File: config.mk
export PLATFORM = sky130hd
export DESIGN_NAME = ods_sync_ctrl
export DESIGN_NICKNAME = d
export VERILOG_FILES = /design/src/ods_pkg.sv /design/src/ods_sync_ctrl.sv
export VERILOG_INCLUDE_DIRS = /design/src
export SDC_FILE = /design/constraint.sdc
export NUM_CORES = 1
export LEC_CHECK = 0
export ABC_CLOCK_PERIOD_IN_PS = 1300
export CAP_MARGIN = 20
export CORE_ASPECT_RATIO = 0.75
export CORE_UTILIZATION = 48
export DETAILED_ROUTE_END_ITERATION = 12
export DONT_BUFFER_PORTS = 1
export PLACE_DENSITY_LB_ADDON = 0.08
export RECOVER_POWER = 100
export SLEW_MARGIN = 40
export SYNTH_ARGS = -nofsm -noshare
export SYNTH_HDL_FRONTEND = slang
export SYNTH_SLANG_ARGS = --single-unit
File: constraint.sdc
create_clock -name core_clk_i -period 1.3 [get_ports core_clk_i]
set_input_delay 0.26 -clock core_clk_i [delete_from_list [all_inputs] [get_ports core_clk_i]]
set_output_delay 0.26 -clock core_clk_i [all_outputs]
set_load 0.005 [all_outputs]
File: src/ods_defines.svh
`ifndef ODS_DEFINES_SVH
`define ODS_DEFINES_SVH
// channel counts
`define ODS_NUM_PECL 6
`define ODS_NUM_LVD 4
`define ODS_NUM_CH 5
// fine-delay fraction limit
`define ODS_FRAC_MAX 6'h2F
// release latency in divider-input cycles
`define ODS_REL_LAT 5'h0E
// pipeline ahead of the wait count: two sync stages and hold exit
`define ODS_SYNC_DLY 5'h03
// first channel feeding the lvds/cmos outputs
`define ODS_LVD_BASE 3
// coarse phase start-high weight position
`define ODS_PH_SH_BIT 4
// half-period limit for fine delay, in fraction units
`define ODS_HALF_DEF 6'h1F
// pecl power-down mode codes
`define ODS_PD_NORMAL 2'h0
`define ODS_PD_SAFE 2'h2
`define ODS_PD_TOTAL 2'h3
`endif

File: src/ods_pkg.sv
package ods_pkg;
  typedef enum logic [1:0] {ODS_RUN, ODS_HOLD, ODS_WAIT} ods_state_t;
  typedef struct packed {
    ods_state_t state;
    logic [4:0] cnt;
    logic sync_meta;
    logic sync_s;
    logic cal_meta;
    logic cal_s;
    logic soft_prev;
    logic por_done;
    logic preset;
    logic [5:0] pecl_clk;
    logic [3:0] lvd_p;
    logic [3:0] lvd_n;
    logic [3:0] leg_a;
    logic [3:0] leg_b;
  } ods_st_t;
endpackage

File: src/ods_sync_ctrl.sv
`include "ods_defines.svh"
module ods_sync_ctrl (
  input wire logic core_clk_i,
  input wire logic rst_n_i,
  input wire logic align_n_i,
  input wire logic chip_power_down_n_i,
  input wire logic osc_cal_busy_i,
  input wire logic soft_sync_i,
  input wire logic soft_reset_i,
  input wire logic dist_pd_i,
  input wire logic update_all_i,
  input wire logic [`ODS_NUM_CH-1:0] channel_exclude_i,
  input wire logic [`ODS_NUM_CH-1:0] channel_start_high_i,
  input wire logic [4*`ODS_NUM_CH-1:0] channel_phase_offset_i,
  input wire logic [`ODS_NUM_CH-1:0] ch_clk_i,
  input wire logic [`ODS_NUM_PECL-1:0] pecl_invert_i,
  input wire logic [2*`ODS_NUM_PECL-1:0] pecl_pd_mode_i,
  input wire logic [`ODS_NUM_LVD-1:0] lvd_cmos_mode_i,
  input wire logic [`ODS_NUM_LVD-1:0] lvd_invert_i,
  input wire logic [3*`ODS_NUM_LVD-1:0] cmos_pol_i,
  input wire logic [`ODS_NUM_LVD-1:0] cmos_leg_b_en_i,
  input wire logic [`ODS_NUM_LVD-1:0] lvd_pd_i,
  input wire logic [6*`ODS_NUM_LVD-1:0] fine_frac_i,
  input wire logic [6*`ODS_NUM_LVD-1:0] fine_half_i,
  output logic [`ODS_NUM_PECL-1:0] pecl_clk_o,
  output logic [`ODS_NUM_LVD-1:0] lvd_p_o,
  output logic [`ODS_NUM_LVD-1:0] lvd_n_o,
  output logic [`ODS_NUM_LVD-1:0] cmos_leg_a_o,
  output logic [`ODS_NUM_LVD-1:0] cmos_leg_b_o,
  output logic align_busy_o,
  output logic [5*`ODS_NUM_CH-1:0] coarse_phase_o
);
  ods_pkg::ods_st_t st_reg;
  ods_pkg::ods_st_t st_next;
  logic soft_latched_reg;
  logic soft_latched_next;
  logic [5*`ODS_NUM_CH-1:0] phase_reg;
  logic [5*`ODS_NUM_CH-1:0] phase_next;
  logic [`ODS_NUM_CH-1:0] ch_out;
  logic [`ODS_NUM_LVD-1:0] stop_lvd;
  logic soft_req;
  logic hold_req;

  // ************************************************************
  // per-channel preset and exclusion
  // ************************************************************
  genvar g;
  generate
    for (g = 0; g < `ODS_NUM_CH; g++)
    begin : g_ch
      assign phase_next[5*g +: 5] = {channel_start_high_i[g],
                                     channel_phase_offset_i[4*g +: 4]};
      assign ch_out[g] = (st_reg.preset && !channel_exclude_i[g]) ?
                         channel_start_high_i[g] : ch_clk_i[g];
    end
    for (g = 0; g < `ODS_NUM_LVD; g++)
    begin : g_fd
      assign stop_lvd[g] = fine_frac_i[6*g +: 6] > fine_half_i[6*g +: 6];
    end
  endgenerate

  assign soft_latched_next = update_all_i ? soft_sync_i : soft_latched_reg;
  assign soft_req = soft_latched_reg | soft_reset_i | dist_pd_i;
  assign hold_req = !st_reg.sync_s | st_reg.cal_s | soft_req |
                    !chip_power_down_n_i | !st_reg.por_done;

  // ************************************************************
  // next-state logic
  // ************************************************************
  always_comb
  begin
    st_next = st_reg;
    st_next.sync_meta = align_n_i;
    st_next.sync_s = st_reg.sync_meta;
    st_next.cal_meta = osc_cal_busy_i;
    st_next.cal_s = st_reg.cal_meta;
    st_next.soft_prev = soft_req;
    st_next.por_done = 1'b1;
    unique case (st_reg.state)
      ods_pkg::ODS_RUN:
      begin
        if (hold_req)
        begin
          st_next.state = ods_pkg::ODS_HOLD;
          st_next.preset = 1'b1;
        end
      end
      ods_pkg::ODS_HOLD:
      begin
        if (!hold_req)
        begin
          st_next.state = ods_pkg::ODS_WAIT;
          st_next.cnt = 5'h00;
        end
      end
      ods_pkg::ODS_WAIT:
      begin
        if (hold_req)
        begin
          st_next.state = ods_pkg::ODS_HOLD;
        end
        // wait absorbs the sync pipeline so pin-to-clock latency holds
        else if (st_reg.cnt == (`ODS_REL_LAT - `ODS_SYNC_DLY))
        begin
          st_next.state = ods_pkg::ODS_RUN;
          st_next.preset = 1'b0;
        end
        else
        begin
          st_next.cnt = st_reg.cnt + 5'h01;
        end
      end
    endcase
    for (int i = 0; i < `ODS_NUM_PECL; i++)
    begin
      st_next.pecl_clk[i] =
        (pecl_pd_mode_i[2*i +: 2] == `ODS_PD_NORMAL) &&
        (ch_out[i/2] ^ pecl_invert_i[i]);
    end
    for (int i = 0; i < `ODS_NUM_LVD; i++)
    begin
      if (lvd_pd_i[i] || stop_lvd[i])
      begin
        st_next.lvd_p[i] = 1'b0;
        st_next.lvd_n[i] = 1'b0;
        st_next.leg_a[i] = 1'b0;
        st_next.leg_b[i] = 1'b0;
      end
      else if (lvd_cmos_mode_i[i])
      begin
        st_next.lvd_p[i] = 1'b0;
        st_next.lvd_n[i] = 1'b0;
        st_next.leg_a[i] = ch_out[`ODS_LVD_BASE + i/2] ^ cmos_pol_i[3*i];
        st_next.leg_b[i] = cmos_leg_b_en_i[i] &&
          (ch_out[`ODS_LVD_BASE + i/2] ^ cmos_pol_i[3*i + 1]);
      end
      else
      begin
        st_next.lvd_p[i] = ch_out[`ODS_LVD_BASE + i/2] ^ lvd_invert_i[i];
        st_next.lvd_n[i] = !(ch_out[`ODS_LVD_BASE + i/2] ^ lvd_invert_i[i]);
        st_next.leg_a[i] = 1'b0;
        st_next.leg_b[i] = 1'b0;
      end
    end
  end

  // ************************************************************
  // state register
  // ************************************************************
  always_ff @(posedge core_clk_i or negedge rst_n_i)
  begin
    if (!rst_n_i)
    begin
      st_reg <= '0;
      soft_latched_reg <= 1'b0;
      phase_reg <= '0;
    end
    else
    begin
      st_reg <= st_next;
      soft_latched_reg <= soft_latched_next;
      phase_reg <= phase_next;
    end
  end

  // outputs straight from flip-flops
  assign pecl_clk_o = st_reg.pecl_clk;
  assign lvd_p_o = st_reg.lvd_p;
  assign lvd_n_o = st_reg.lvd_n;
  assign cmos_leg_a_o = st_reg.leg_a;
  assign cmos_leg_b_o = st_reg.leg_b;
  assign align_busy_o = st_reg.preset;
  assign coarse_phase_o = phase_reg;
endmodule // ods_sync_ctrl

==> impl_results.md <==
* Core ar. at 6006 um2
* Avg Synthesized Cell Area at 11.73 um2
* Hold slack at -0.3899 ns
* Final min period at 1.490 ns
* Die X-Extent at 94.77 um
* IO Port Bufs at 0
* CTS Hold Buffers Added at 47
* R2r worst-path depth at 5
* Max cap viols at 0
* Latest clock arrival within the worst-skew pair at 0.34 ns
* Crit path launch type: register
* Largest net degree at the start of global routing at 62
* Initial Util at 51.58%
* Worst Path Max Fanout at 5
* GP Congestion at 0.7765
* Mux cell area share after synthesis at 2.787%
* TritonCTS Buffers at 9
* CP arrival at 1.74 ns
* Filler-free cell count of the finished design at 406
* WP buf/inv at 1
* Register area share after synthesis at 49.27%
* Routed vias at 2171
* Critical Path Sink Type: register
* Synth Area in Simple Gates at 16.07%
* Layout area overhead at 37.88%
* Pre-CTS setup slack at -0.2173 ns
* Peak Freq at 0.6710 GHz
* Netlist cell types at 38
* HPWL Detailed at 4916 um
* Pre-antenna DRT Iters at 4
* CP Class: register to register
* Total global routing overflow at 0
* RSZ-0062 raised after global routing: yes
* DIE AREA at 6783 um2
* IO Pins at 186
* Leak at 0.001857 uW
* Design Power at 4498 uW
* CTS tree: built
* Hold crit path type: input pin to async pin
* # H-tree levels at 3
* Pins over their slew limit at 0
* Clock buffer depth at 2
* Total Routing Usage GR at 20.77%
* Max reg flops at 25
* Synth Cell Area at 3098 um2
* Initial drt markers at 94
* Dominant synthesized flop cell: dfrtp_1
* Routed wire length per instance at 17.43 um
* Xor/xnor share of the synthesized area at 5.089%
* Root buf cell: clkbuf_8
* DRC violations left at 0
* Vias in the first global route at 2210
* Nets@finish at 486
* Fin. Hold Viols at 61
* Critical path cell sequence: nor2b_4 > mux2i_4 > buf_6 > xor2_2 > nor4b_4
* VDD IR max at 0.6232 mV
* Placed insts at 333
* Worst-path clk slew at 0.07 ns
* Largest family of logic cells by synthesized area: simple AND/OR/NAND/NOR gates
* Final setup vio count at 24
* Yosys warnings at 0
* CP delay by family, top: flip-flops
* CP peak stage delay at 0.38 ns
* #FFs+latches synth at 61
* Post-Syn Nets at 427
* Commonest non-fill, non-tap cell in the layout: dfrtp_1
* Pwr dens at 1053 nW/um2
* Setup slack after layout at -0.1903 ns
* Synth Area in Adders at 10.10%
* Critical-path top delay cell: dfrtp_1
* Row count at 24
* DIE HEIGHT at 71.58 um
* Vias/cell at 5.347
* Fin crit share at 114.6%
* Synth async-reset ratio at 100.0%
* First-pass GRT wire length at 10390 um
* R2R Setup Slk at -0.19 ns
* Status: complete, but fails checks
* Setup TNS at -2.525 ns
* Compound-Gate Fraction of Synth Area at 7.956%
* Antenna Nets Post-Route at 0
* Worst r2r src: align_busy_o$_DFFE_PN0P_
* Ant. Diodes at 0
* Cells after synthesis at 264
* CTS sink cnt at 61
* WP data required at 1.55 ns
* Most frequent cells in the layout: dfrtp_1 (61), dlygate4sd3_1 (47), buf_4 (16)
* Share of cells above drive strength 1 at 33.84%
* EDFF count, synth at 0
* Reg-to-reg critical path endpoint: lvd_n_o[3]$_DFF_PN0_
* Total wire length at 7077 um
* Initial antenna violation count at 0
* Failing checks: hold timing, setup timing
* Clock skew at 0.009134 ns
## synth_stat cells, types with 2 or more instances
cell	count	share of area (%)
dfrtp_1	61	49
ha_1	25	10
inv_1	25	3.0
buf_4	22	5.3
xor2_1	18	5.1
nor3_1	12	1.9
o21ai_0	10	1.6
a21oi_1	8	1.3
nor2_1	7	0.85
nor2b_1	7	1.4
nand3_1	6	0.97
nand2_1	5	0.61
a21o_1	4	0.97
nand4_1	4	0.81
nor4_1	4	0.81
nor4b_2	4	1.9
nor4b_4	4	3.1
a31oi_1	3	0.61
mux2i_1	3	0.97
nand3b_1	3	0.73
o21bai_1	3	0.73
a22o_1	2	0.57
a22oi_1	2	0.48
a32oi_1	2	0.57
and4_1	2	0.57
mux2i_4	2	1.5
nor2b_4	2	0.89
nor3b_1	2	0.48
o2bb2ai_1	2	0.57
or3_1	2	0.40
## repair_timing
item                                    CTS  global route
buffers inserted                          4             6
resized for setup                         5            36
pin swaps                                 3            18
endpoints found under the hold margin   105            61
endpoints found under the setup margin   29            28
## worst max-delay path by stage
stage,from,end,slack [ns],cells past startpoint
after CTS,align_busy_o$_DFFE_PN0P_,lvd_n_o[0]$_DFF_PN0_,-0.16,4
after detailed placement,align_busy_o$_DFFE_PN0P_,lvd_n_o[2]$_DFF_PN0_,-0.22,4
after global placement,align_busy_o$_DFFE_PN0P_,lvd_n_o[2]$_DFF_PN0_,-0.20,4
after floorplan,align_busy_o$_DFFE_PN0P_,lvd_n_o[0]$_DFF_PN0_,-0.13,4
final,align_busy_o$_DFFE_PN0P_,lvd_n_o[3]$_DFF_PN0_,-0.19,5
after global routing,align_busy_o$_DFFE_PN0P_,lvd_n_o[0]$_DFF_PN0_,-0.25,5
## stage by stage
stage	area [um2]	utilization (%)
4_1_cts	4058	67.56
6_report	4272	71.13
2_1_floorplan	3307	-
3_5_place_dp	3341	55.63
3_3_place_gp	3341	55.63
5_1_grt	4272	71.13
## report_power, final
group	switching, uW	internal [uW]	leakage, uW
Combinational	329	460	0.000990
Clock	776	893	0.000100
Sequential	53.1	1990	0.000767
Total	1160	3340	0.00186
## routing by layer
layer,track usage [%],wire [um]
met5,0,0
met4,8.249,172
met3,9.448,622
met2,34.45,3618
met1,23.36,2664
## final cells by class
class                      instances  area, um2
fill                             439       1734
multi-input combinational        154       1654
clock inverter                     7      73.82
tap                               78      97.59
sequential                        61       1526
timing repair buffer              71      680.7
clock buffer                       9      123.9
inverter                          26      115.1
## cell families (layout without fill, tap and decap cells)
logic type      after synthesis  count (layout)
flops                        61              61
buf+inv                      49             113
other cells                   1               1
simple gates                 66              66
mux                           6               6
xor+xnor                     18              18
fa+ha+maj                    25              25
compound gates               38              38
(Power assumes the default switching activity.)
